`src/imr_pkg.sv`:
```
// Purpose: Shared constants and types for the two-wire master receiver.
// Assumes: 125 MHz system clock, registers on a 32-bit Avalon-MM slave.
// Notes:   Register offsets are byte addresses, one aligned word each.
package imr_pkg;

	localparam logic [3:0] OFS_CTRL  = 4'h0;
	localparam logic [3:0] OFS_STATE = 4'h4;
	localparam logic [3:0] OFS_BUF   = 4'h8;

	localparam logic [7:0] ST_BERR     = 8'h00;
	localparam logic [7:0] ST_START    = 8'h08;
	localparam logic [7:0] ST_RSTART   = 8'h10;
	localparam logic [7:0] ST_AW_ACK   = 8'h18;
	localparam logic [7:0] ST_AW_NACK  = 8'h20;
	localparam logic [7:0] ST_LOST     = 8'h38;
	localparam logic [7:0] ST_AR_ACK   = 8'h40;
	localparam logic [7:0] ST_AR_NACK  = 8'h48;
	localparam logic [7:0] ST_RX_ACK   = 8'h50;
	localparam logic [7:0] ST_RX_NACK  = 8'h58;
	localparam logic [7:0] ST_NO_INFO  = 8'hf8;

	localparam logic [9:0] DIV_CODE0 = 10'h100;
	localparam logic [9:0] DIV_CODE1 = 10'h0f4;
	localparam logic [9:0] DIV_CODE2 = 10'h0c0;
	localparam logic [9:0] DIV_CODE3 = 10'h0a0;
	localparam logic [9:0] DIV_CODE4 = 10'h3c0;
	localparam logic [9:0] DIV_CODE5 = 10'h078;
	localparam logic [9:0] DIV_CODE6 = 10'h03c;

	localparam logic [3:0] LAST_BIT  = 4'h8;
	localparam logic [7:0] CTRL_RST  = 8'h00;
	localparam logic [7:0] BUF_RST   = 8'h00;

	typedef struct packed {
		logic cr2;
		logic ens;
		logic start_request_flag;
		logic stop_request_flag;
		logic si;
		logic aa;
		logic cr1;
		logic cr0;
	} imr_ctrl_t;

	typedef enum logic [7:0] {
		S_IDLE  = 8'h01,
		S_START = 8'h02,
		S_HOLD  = 8'h04,
		S_BITS  = 8'h08,
		S_STOP  = 8'h10,
		S_RST   = 8'h20,
		S_LOSTW = 8'h40,
		S_BERR  = 8'h80
	} imr_state_t;

	typedef enum logic [2:0] {
		PH_LOW  = 3'h1,
		PH_WAIT = 3'h2,
		PH_HIGH = 3'h4
	} imr_phase_t;

endpackage

```
`src/imr_master_rx.sv`:
```
// Purpose: Two-wire bus master receiver with arbitration and bus-error recovery.
// Assumes: Pull-ups on both lines; software polls the service flag.
// Notes:   Avalon-MM slave answers every access one cycle after it is seen.
//
// How it works
// Enabled start request waits idle, sends START
// After read address, raise flag, then receive
// START reports 0x08; buffer byte sent next
// Repeated START 0x10; write address selects transmit
// Arbitration loss gives 0x38, release or restart
// 0x40/0x50 receive next; ack per ack-assert
// Not-acked states plus start give repeated START
// Not-acked states plus stop send STOP, clear
// Both requests send STOP then new START
// Software reads received byte while answering status
// Released SDA read low loses arbitration
// Loser stops driving, acts as receiver (code releases both lines and waits in S_LOSTW, sampling no further bits)
// Arbitration continues bit by bit across bytes
// Clock generated only in master mode
// SCL rate is clock over selected factor
// Wait for released SCL before high period
// START/STOP inside a bit is bus error
// Stop plus flag clear leaves bus error
// Bus-error exit releases lines without STOP
// Rate codes divide by 256..60, 111 reserved
// Every state but 0xF8 raises service flag
// Lines only pulled low or released
//
// The Avalon-MM register port and the register addresses were left to the implementer.
`timescale 1ns/1ps
module imr_master_rx
	import imr_pkg::*;
#(
	parameter int ADDR_W = 4
) (
	input  wire logic              clk_sys_i,
	input  wire logic              rstn_i,
	input  wire logic [ADDR_W-1:0] avs_address_i,
	input  wire logic              avs_read_i,
	input  wire logic              avs_write_i,
	input  wire logic [31:0]       avs_writedata_i,
	input  wire logic [3:0]        avs_byteenable_i,
	output logic      [31:0]       avs_readdata_o,
	output logic                   avs_waitrequest_o,
	input  wire logic              scl_i,
	output logic                   scl_o,
	output logic                   scl_oe_o,
	input  wire logic              sda_i,
	output logic                   sda_o,
	output logic                   sda_oe_o,
	output logic                   master_transmit_mode_o
);

	if (ADDR_W < 4) begin : g_chk
		$error("ADDR_W must be at least 4");
	end

	imr_ctrl_t  ctrl_r;
	imr_state_t st_r;
	imr_phase_t ph_r;
	logic [7:0] state_code_r;
	logic [7:0] byte_buffer_r;
	logic [7:0] sh_r;
	logic [3:0] bit_r;
	logic [8:0] cnt_r;
	logic [8:0] half_r;
	logic       rx_r;
	logic       addr_r;
	logic       rd_r;
	logic       ack_sel_r;
	logic       ack_in_r;
	logic       rep_r;
	logic       busy_r;
	logic       scl_oe_r;
	logic       sda_oe_r;
	logic       mtx_r;
	logic       wait_r;
	logic [31:0] rdata_r;
	logic       scl_m_r, scl_s_r, scl_d_r;
	logic       sda_m_r, sda_s_r, sda_d_r;

	logic       acc;
	logic       wr_ctrl;
	logic       wr_buf;
	logic       fin;
	logic       i_send;
	imr_ctrl_t  wd;

	assign acc     = (avs_read_i || avs_write_i) && wait_r;
	assign wr_ctrl = avs_write_i && acc && avs_address_i[3:0] == OFS_CTRL && avs_byteenable_i[0];
	assign wr_buf  = avs_write_i && acc && avs_address_i[3:0] == OFS_BUF && avs_byteenable_i[0];
	assign wd      = imr_ctrl_t'(avs_writedata_i[7:0]);
	assign fin     = cnt_r == 9'h000;
	// The transmitter of a bit is us for data bits when sending, for the ack bit when receiving.
	assign i_send  = (bit_r < LAST_BIT) ? !rx_r : rx_r;

	function automatic logic pull_low(input logic [3:0] b, input logic rx,
			input logic [7:0] sh, input logic ack);
		if (b < LAST_BIT)
			pull_low = rx ? 1'b0 : !sh[7];
		else
			pull_low = rx ? ack : 1'b0;
	endfunction

	// Pins cross from the bus; the first flop feeds only the second.
	always_ff @(posedge clk_sys_i) begin
		if (!rstn_i) begin
			scl_m_r <= 1'b1;
			scl_s_r <= 1'b1;
			scl_d_r <= 1'b1;
			sda_m_r <= 1'b1;
			sda_s_r <= 1'b1;
			sda_d_r <= 1'b1;
		end else begin
			scl_m_r <= scl_i;
			scl_s_r <= scl_m_r;
			scl_d_r <= scl_s_r;
			sda_m_r <= sda_i;
			sda_s_r <= sda_m_r;
			sda_d_r <= sda_s_r;
		end
	end

	always_ff @(posedge clk_sys_i) begin
		if (!rstn_i) begin
			busy_r <= 1'b0;
		end else if (scl_s_r && scl_d_r && sda_d_r && !sda_s_r) begin
			busy_r <= 1'b1;
		end else if (scl_s_r && scl_d_r && !sda_d_r && sda_s_r) begin
			busy_r <= 1'b0;
		end
	end

	// Half an SCL period; the reserved code falls back to the code 0 factor of 256.
	always_ff @(posedge clk_sys_i) begin
		if (!rstn_i) begin
			half_r <= DIV_CODE0[9:1];
		end else begin
			case ({ctrl_r.cr2, ctrl_r.cr1, ctrl_r.cr0}) // see R15
				3'h1:    half_r <= DIV_CODE1[9:1];
				3'h2:    half_r <= DIV_CODE2[9:1];
				3'h3:    half_r <= DIV_CODE3[9:1];
				3'h4:    half_r <= DIV_CODE4[9:1];
				3'h5:    half_r <= DIV_CODE5[9:1];
				3'h6:    half_r <= DIV_CODE6[9:1];
				default: half_r <= DIV_CODE0[9:1];
			endcase
		end
	end

	always_ff @(posedge clk_sys_i) begin
		if (!rstn_i) begin
			wait_r  <= 1'b1;
			rdata_r <= 32'h0000_0000;
		end else begin
			wait_r <= !acc;
			if (avs_read_i && acc) begin
				case (avs_address_i[3:0])
					OFS_CTRL:  rdata_r <= {24'h00_0000, ctrl_r};
					OFS_STATE: rdata_r <= {24'h00_0000, state_code_r};
					OFS_BUF:   rdata_r <= {24'h00_0000, byte_buffer_r};
					default:   rdata_r <= 32'h0000_0000;
				endcase
			end
		end
	end

	// Software writes come first so that hardware setting the service flag wins.
	always_ff @(posedge clk_sys_i) begin
		if (!rstn_i) begin
			ctrl_r        <= imr_ctrl_t'(CTRL_RST);
			byte_buffer_r <= BUF_RST;
			state_code_r  <= ST_NO_INFO;
			st_r          <= S_IDLE;
			ph_r          <= PH_LOW;
			sh_r          <= 8'h00;
			bit_r         <= 4'h0;
			cnt_r         <= 9'h000;
			rx_r          <= 1'b0;
			addr_r        <= 1'b0;
			rd_r          <= 1'b0;
			ack_sel_r     <= 1'b0;
			ack_in_r      <= 1'b1;
			rep_r         <= 1'b0;
			scl_oe_r      <= 1'b0;
			sda_oe_r      <= 1'b0;
			mtx_r         <= 1'b0;
		end else begin
			if (wr_ctrl) begin
				ctrl_r.cr2 <= wd.cr2;
				ctrl_r.ens <= wd.ens;
				ctrl_r.start_request_flag <= wd.start_request_flag;
				ctrl_r.aa  <= wd.aa;
				ctrl_r.cr1 <= wd.cr1;
				ctrl_r.cr0 <= wd.cr0;
				if (wd.stop_request_flag)
					ctrl_r.stop_request_flag <= 1'b1;
				if (!wd.si)
					ctrl_r.si <= 1'b0;
			end
			if (wr_buf)
				byte_buffer_r <= avs_writedata_i[7:0];
			if (!fin)
				cnt_r <= cnt_r - 9'h001;
			if (!ctrl_r.ens) begin
				// Disabled: lines released, state kept for when it is enabled again.
				scl_oe_r <= 1'b0;
				sda_oe_r <= 1'b0;
			end else begin
				case (st_r)
					S_IDLE: begin
						scl_oe_r <= 1'b0;
						sda_oe_r <= 1'b0;
						if (ctrl_r.start_request_flag && !ctrl_r.si && !busy_r && scl_s_r && sda_s_r) begin
							st_r     <= S_START;
							sda_oe_r <= 1'b1;
							cnt_r    <= half_r;
							rep_r    <= 1'b0;
						end
					end
					S_START: begin
						if (fin) begin
							scl_oe_r     <= 1'b1;
							state_code_r <= rep_r ? ST_RSTART : ST_START; // see R3
							ctrl_r.si    <= 1'b1;
							st_r         <= S_HOLD;
						end
					end
					S_HOLD: begin
						scl_oe_r <= 1'b1;
						sda_oe_r <= 1'b0;
						if (!ctrl_r.si) begin
							case (state_code_r)
								ST_START, ST_RSTART: begin
									st_r     <= S_BITS;
									ph_r     <= PH_LOW;
									bit_r    <= 4'h0;
									cnt_r    <= half_r;
									sh_r     <= byte_buffer_r;
									rd_r     <= byte_buffer_r[0];
									addr_r   <= 1'b1;
									rx_r     <= 1'b0;
									sda_oe_r <= !byte_buffer_r[7];
								end
								ST_AR_ACK, ST_RX_ACK: begin
									st_r      <= S_BITS; // see R6
									ph_r      <= PH_LOW;
									bit_r     <= 4'h0;
									cnt_r     <= half_r;
									addr_r    <= 1'b0;
									rx_r      <= 1'b1;
									ack_sel_r <= ctrl_r.aa;
								end
								default: begin
									if (ctrl_r.stop_request_flag) begin
										st_r     <= S_STOP; // see R8
										ph_r     <= PH_LOW;
										cnt_r    <= half_r;
										sda_oe_r <= 1'b1;
									end else if (ctrl_r.start_request_flag) begin
										st_r  <= S_RST;
										ph_r  <= PH_LOW;
										cnt_r <= half_r;
									end
								end
							endcase
						end
					end
					S_BITS, S_STOP, S_RST: begin
						case (ph_r)
							PH_LOW: begin
								if (fin) begin
									scl_oe_r <= 1'b0;
									ph_r     <= PH_WAIT;
								end
							end
							PH_WAIT: begin
								// A stretched or foreign low keeps us here.
								if (scl_s_r) begin
									ph_r  <= PH_HIGH;
									cnt_r <= half_r;
									if (st_r == S_BITS) begin
										if (bit_r < LAST_BIT)
											sh_r <= {sh_r[6:0], sda_s_r};
										else
											ack_in_r <= sda_s_r;
										if (i_send && !sda_oe_r && !sda_s_r) begin
											st_r         <= S_LOSTW; // see R11 see R12
											scl_oe_r     <= 1'b0;
											sda_oe_r     <= 1'b0;
											state_code_r <= ST_LOST;
											ctrl_r.si    <= 1'b1;
											mtx_r        <= 1'b0;
										end
									end
								end
							end
							PH_HIGH: begin
								if (st_r == S_BITS && scl_s_r && scl_d_r && sda_s_r != sda_d_r) begin
									st_r         <= S_BERR;
									scl_oe_r     <= 1'b0;
									sda_oe_r     <= 1'b0;
									state_code_r <= ST_BERR;
									ctrl_r.si    <= 1'b1;
								end else if (fin || !scl_s_r) begin
									// Another master pulling SCL low ends our high period early.
									scl_oe_r <= 1'b1;
									ph_r     <= PH_LOW;
									cnt_r    <= half_r;
									case (st_r)
										S_BITS: begin
											if (bit_r == LAST_BIT) begin
												st_r      <= S_HOLD;
												sda_oe_r  <= 1'b0;
												ctrl_r.si <= 1'b1;
												if (addr_r && rd_r)
													state_code_r <= ack_in_r ? ST_AR_NACK : ST_AR_ACK;
												else if (addr_r) begin
													state_code_r <= ack_in_r ? ST_AW_NACK : ST_AW_ACK;
													mtx_r        <= 1'b1;
												end else begin
													byte_buffer_r <= sh_r;
													state_code_r  <= ack_sel_r ? ST_RX_ACK : ST_RX_NACK;
												end
											end else begin
												bit_r    <= bit_r + 4'h1;
												sda_oe_r <= pull_low(bit_r + 4'h1, rx_r, sh_r, ack_sel_r);
											end
										end
										S_STOP: begin
											scl_oe_r     <= 1'b0;
											sda_oe_r     <= 1'b0;
											ctrl_r.stop_request_flag   <= wr_ctrl && wd.stop_request_flag;
											state_code_r <= ST_NO_INFO;
											mtx_r        <= 1'b0;
											st_r         <= S_IDLE;
										end
										default: begin
											scl_oe_r <= 1'b0;
											sda_oe_r <= 1'b1;
											rep_r    <= 1'b1;
											st_r     <= S_START;
										end
									endcase
								end
							end
							default: ph_r <= PH_LOW;
						endcase
					end
					S_LOSTW: begin
						scl_oe_r <= 1'b0;
						sda_oe_r <= 1'b0;
						if (!ctrl_r.si) begin
							state_code_r <= ST_NO_INFO;
							st_r         <= S_IDLE;
						end
					end
					S_BERR: begin
						scl_oe_r <= 1'b0;
						sda_oe_r <= 1'b0;
						if (ctrl_r.stop_request_flag && !ctrl_r.si) begin
							ctrl_r.stop_request_flag   <= wr_ctrl && wd.stop_request_flag;
							state_code_r <= ST_NO_INFO;
							mtx_r        <= 1'b0;
							st_r         <= S_IDLE;
						end
					end
					default: st_r <= S_IDLE;
				endcase
			end
		end
	end

	assign avs_readdata_o         = rdata_r;
	assign avs_waitrequest_o      = wait_r;
	assign scl_o                  = 1'b0;
	assign sda_o                  = 1'b0;
	assign scl_oe_o               = scl_oe_r;
	assign sda_oe_o               = sda_oe_r;
	assign master_transmit_mode_o = mtx_r;

	a_start_code: assert property (@(posedge clk_sys_i) disable iff (!rstn_i)
		(st_r == S_START && fin && ctrl_r.ens) |=>
			(state_code_r == ST_START || state_code_r == ST_RSTART) && ctrl_r.si && scl_oe_r)
		else $error("START not reported with service flag");

	a_addr_read: assert property (@(posedge clk_sys_i) disable iff (!rstn_i)
		(st_r == S_BITS && ph_r == PH_HIGH && fin && bit_r == LAST_BIT && addr_r && rd_r
			&& ctrl_r.ens && !(scl_s_r && scl_d_r && sda_s_r != sda_d_r)) |=>
			(state_code_r == ST_AR_ACK || state_code_r == ST_AR_NACK) && ctrl_r.si)
		else $error("read address end not reported");

	a_rx_ack: assert property (@(posedge clk_sys_i) disable iff (!rstn_i)
		(st_r == S_BITS && rx_r && bit_r == LAST_BIT && ph_r == PH_WAIT) |-> sda_oe_r == ack_sel_r)
		else $error("ack bit does not follow ack-assert");

	a_lost_code: assert property (@(posedge clk_sys_i) disable iff (!rstn_i)
		(st_r == S_BITS && ph_r == PH_WAIT && scl_s_r && i_send && !sda_oe_r && !sda_s_r
			&& ctrl_r.ens) |=> st_r == S_LOSTW && state_code_r == ST_LOST ##1 !sda_oe_r && !scl_oe_r)
		else $error("arbitration loss not handled");

	a_berr_code: assert property (@(posedge clk_sys_i) disable iff (!rstn_i)
		(st_r == S_BITS && ph_r == PH_HIGH && scl_s_r && scl_d_r && sda_s_r != sda_d_r
			&& ctrl_r.ens) |=> state_code_r == ST_BERR && ctrl_r.si && !scl_oe_r)
		else $error("bus error not reported");

	a_berr_exit: assert property (@(posedge clk_sys_i) disable iff (!rstn_i)
		(st_r == S_BERR && ctrl_r.stop_request_flag && !ctrl_r.si && ctrl_r.ens && !wr_ctrl) |=>
			st_r == S_IDLE && !ctrl_r.stop_request_flag && !sda_oe_r && !scl_oe_r)
		else $error("bus error exit wrong");

	a_stop_clear: assert property (@(posedge clk_sys_i) disable iff (!rstn_i)
		(st_r == S_STOP && ph_r == PH_HIGH && fin && ctrl_r.ens && !wr_ctrl) |=>
			!ctrl_r.stop_request_flag && !sda_oe_r && st_r == S_IDLE)
		else $error("stop request not cleared after STOP");

	a_sync_wait: assert property (@(posedge clk_sys_i) disable iff (!rstn_i)
		(ph_r == PH_WAIT && !scl_s_r && st_r == S_BITS) |=> ph_r == PH_WAIT && !scl_oe_r)
		else $error("high period timed before SCL release");

	a_idle_quiet: assert property (@(posedge clk_sys_i) disable iff (!rstn_i)
		(st_r == S_IDLE && $past(st_r) == S_IDLE) |-> !scl_oe_r)
		else $error("clock driven outside master mode");

	a_rate_pick: assert property (@(posedge clk_sys_i) disable iff (!rstn_i)
		({ctrl_r.cr2, ctrl_r.cr1, ctrl_r.cr0} == 3'h4) |=> half_r == DIV_CODE4[9:1])
		else $error("clock rate factor wrong");

endmodule

```
`config.mk`:
```
export PLATFORM = sky130hd
export DESIGN_NAME = imr_master_rx
export DESIGN_NICKNAME = d
export VERILOG_FILES = /design/src/imr_pkg.sv /design/src/imr_master_rx.sv
export SDC_FILE = /design/constraint.sdc
export NUM_CORES = 1
export LEC_CHECK = 0
export ABC_AREA = 1
export BUFFER_PORTS_ARGS = -buffer_cell sky130_fd_sc_hd__buf_2
export CORE_ASPECT_RATIO = 0.8
export CORE_MARGIN = 2
export CORE_UTILIZATION = 40
export CTS_CLUSTER_DIAMETER = 60
export DETAILED_ROUTE_END_ITERATION = 12
export GPL_TIMING_DRIVEN = 0
export PLACE_DENSITY = 0.64
export RECOVER_POWER = 50
export SETUP_SLACK_MARGIN = 0.4
export SYNTH_ARGS = -nofsm -noshare
export SYNTH_HDL_FRONTEND = slang
export SYNTH_SLANG_ARGS = --single-unit
```
`constraint.sdc`:
```
create_clock -name clk_sys_i -period 2.1 [get_ports clk_sys_i]
set_input_delay 0.42 -clock clk_sys_i [delete_from_list [all_inputs] [get_ports clk_sys_i]]
set_output_delay 0.42 -clock clk_sys_i [all_outputs]
set_load 0.1 [all_outputs]
```
==> flow_metrics.py <==
metrics = {
    "outcome": {
        "status": "finished clean",
    },
    "synth": {
        "synth-simple-area-share_pct": 34.6,
        "synthArstFlopShare_pct": 0,
        "synth_top_family_by_area": "simple AND/OR/NAND/NOR gates",
        "synth_top_area_share_pct": 32.6,
        "postSynthAreaPerCell_um2": 6.54,
        "synth_cells": 806,
        "synth_edf_count": 0,
        "yosysSeqAreaShare_pct": 32.6,
        "synth-xor-area-share_pct": 0.830,
        "yosys_warnings": 0,
        "netlist_area_um2": 5270,
        "synth_seq_cells": 86,
        "synth_cell_types": 41,
        "synthAdderAreaFrac_pct": 0.712,
        "synth_compound_area_share_pct": 15.6,
        "synthMuxAreaShare_pct": 1.71,
        "synth-main-ff-cell": "dfxtp_1",
        "synth_top_cells_by_area": "dfxtp_1 33%, nand2_1 13%, inv_1 6.5%",
        "yosysTopAreaCell": "dfxtp_1",
    },
    "critical_path": {
        "crit_end": "cnt_r[6]",
        "cp-start-kind": "flop",
        "worst_setup_path_end_kind": "flop",
        "regToRegStartpoint": "st_r[1]",
        "worst_ep_required_time_ns": 2.29,
        "critPathSlowestCell": "dfxtp_2",
        "path_class": "reg2reg",
        "cp_max_fo": 6,
        "worst_ep_arrival_time_ns": 2.10,
        "path_cells": "nor2_4 -> buf_4 -> nand3_4 -> nor2_4 -> buf_4 -> nor2_2 -> nand2_2 -> nand2_2 -> nor2_4 -> o21ai_0 -> nand2_1 -> a21oi_1",
        "reg2reg_to": "cnt_r[6]",
        "cp_common_cell": "nor2_4",
        "critPathLaunch": "st_r[1]",
        "slowest_delay_ns": 0.34,
        "reg2reg_depth": 12,
        "r2r_setup_slack_ns": 0.19,
    },
    "clock_tree": {
        "cts_root_buf": "clkbuf_16",
        "cts_buffers": 9,
        "clock_latency_ns": 0.35,
        "tritoncts": "done",
        "h-tree-depth": 3,
        "clk_path_buf_depth": 2,
        "clkSinkCount": 86,
        "hold_buffers": 0,
        "clkTransAtPathRegs_ns": 0.07,
    },
    "sta": {
        "tns_ns": 0,
        "max_freq_mhz": 523,
        "min_period_ns": 1.91,
        "fin_skew_ns": 0.0102,
        "max_slew_margin_pct": 47.2,
        "drv_slew": 0,
        "whs_ns": 0.251,
        "period_share_pct": 91.1,
        "setup_viol": 0,
        "hold_violations": 0,
        "rsz0062_at_grt": "yes",
        "tightest_slew_ns": 0.792,
        "final.setup.worst_slack_ns": 0.187,
    },
    "cells_and_area": {
        "layout.nets": 971,
        "syn2layout_area_growth_pct": 34.7,
        "seq_area_um2": 1750,
        "final_common_cell": "nand2_1",
        "drive_above_1_share_pct": 33.1,
        "fillerInstances": 1267,
        "final_area_um2": 7100,
        "layout_common_cells": "163 x nand2_1, 82 x inv_1, 68 x dfxtp_1",
        "fin_util_pct": 55.2,
        "multi_input_area_um2": 3450,
        "layoutNonFillerInstCount": 1102,
        "n_antenna_cell": 0,
    },
    "routing": {
        "dr_wl_met3_um": 1550,
        "post_drt_wl_per_cell_um": 15.8,
        "ant_nets": 0,
        "drtIter0Drc": 508,
        "route.met2.wl_um": 7520,
        "vias": 5697,
        "drc_errors": 0,
        "routed_wl_um": 17400,
        "via_per_inst": 5.17,
        "drt_pass1_iterations": 7,
        "met1_length_um": 7730,
        "dr.max_layer_used": "met4",
    },
    "placement": {
        "pre_cts_ws_ns": -0.0219,
        "hpwlAfterDp_um": 11900,
        "numPortBuffers": 29,
        "gp_congestion": 0.984,
        "placed_cell_area_um2": 5730,
        "dp.cells": 1035,
    },
    "floorplan": {
        "core.rowCount": 37,
        "core_um2": 12900,
        "io_pins": 84,
        "die_h_um": 107,
        "dieWidth_um": 132,
        "start_util_pct": 41.0,
        "die-area_um2": 14100,
    },
    "global_route": {
        "grt_max_degree": 17,
        "grt_use_total_pct": 24.3,
        "grt_overflow": 0,
        "grt_pass1_vias": 5254,
        "antenna_found_initial": 0,
        "grt_pass1_wl_um": 27000,
    },
    "pwr": {
        "peakVddDrop_v": 0.000518,
        "p_leak_nw": 3.21,
        "power.density_nw_per_um2": 638,
        "total_power_mw": 4.53,
    },
    "worst_hold_path": {
        "hold_class": "in2reg",
    },
    "run": {
        "cap_violations": 0,
    },
}
==> flip-flops by register name (all words and copies together), names as in the netlist, 3 cells and up <==
register        flops
state_code_r        5
half_r              8
ctrl_r              8
cnt_r               9
avs_readdata_o      8
st_r                8
ph_r                3
bit_r               4
sh_r                8
byte_buffer_r       8
==> Yosys cell counts (3+ instances only) <==
library cell    n
nor3_1          8
nand3_2         4
nand2_1       181
a21oi_1        61
o22ai_1         4
mux2_2          8
inv_1          92
dfxtp_1        86
or2_2           5
nand3_1        51
xor2_1          5
nor2_2          9
nand2_4         4
buf_2           4
o21ai_0        65
ha_1            3
o21ai_1         6
nand2_2        10
clkbuf_1       10
nor2_1         86
buf_6           3
a21oi_2         3
nand4_1        23
buf_4          30
nor2_4          7
inv_2          16
o221ai_1        3
==> report_power, final <==
group	switching [mW]	internal (mW)
clock network	0.709	0.816
logic	0.814	0.444
registers	0.0489	1.70
total	1.57	2.96
==> logic make-up after synthesis <==
| logic type | count (synthesis) |
|---|---|
| DFF | 86 |
| AOI/OAI and AO/OA | 153 |
| xor gates and xnor gates | 5 |
| other | 1 |
| buffers and inverters | 156 |
| adders and majority gates | 3 |
| muxes | 8 |
| and+or+nand+nor | 394 |
==> critical path: cells and delay by family, from the launching register on <==
family                 cells  cell delay [ns]
AOI/OAI and AO/OA          2             0.16
buffers and inverters      2             0.30
and+or+nand+nor            8             0.94
DFF                        1             0.34
==> how the worst min path moves through the flow <==
stage	from	end	slack (ns)	cells after the start
after global routing	scl_i	scl_m_r	0.25	2
final	scl_i	scl_m_r	0.25	2
after detailed placement	scl_m_r	scl_s_r	0.40	1
after CTS	scl_i	scl_m_r	0.25	2
after global placement	sda_m_r	sda_s_r	0.40	1
after floorplan	scl_m_r	scl_s_r	0.39	1
==> metal layers <==
layer	track usage, %	vias to the layer above
met5	0	-
met4	9.45	0
met3	7.47	59
met2	36.9	247
met1	32.3	2589
li1	-	2802
==> layout make-up <==
class,instances,area share (%)
plain buffers,48,5.25
flip-flops and latches,86,24.7
clock buffers,9,3.17
inverters,108,5.88
well taps,175,3.08
multi-input cells,591,48.6
repair buffers,78,8.58
clock inverters,7,0.740
==> timing repair <==
item,in CTS,in global routing
resized for setup,150,51
gates cloned,6,0
setup buffers,31,14
setup endpoints to repair,56,56
pin swaps,48,29
(Power assumes the default switching activity.)
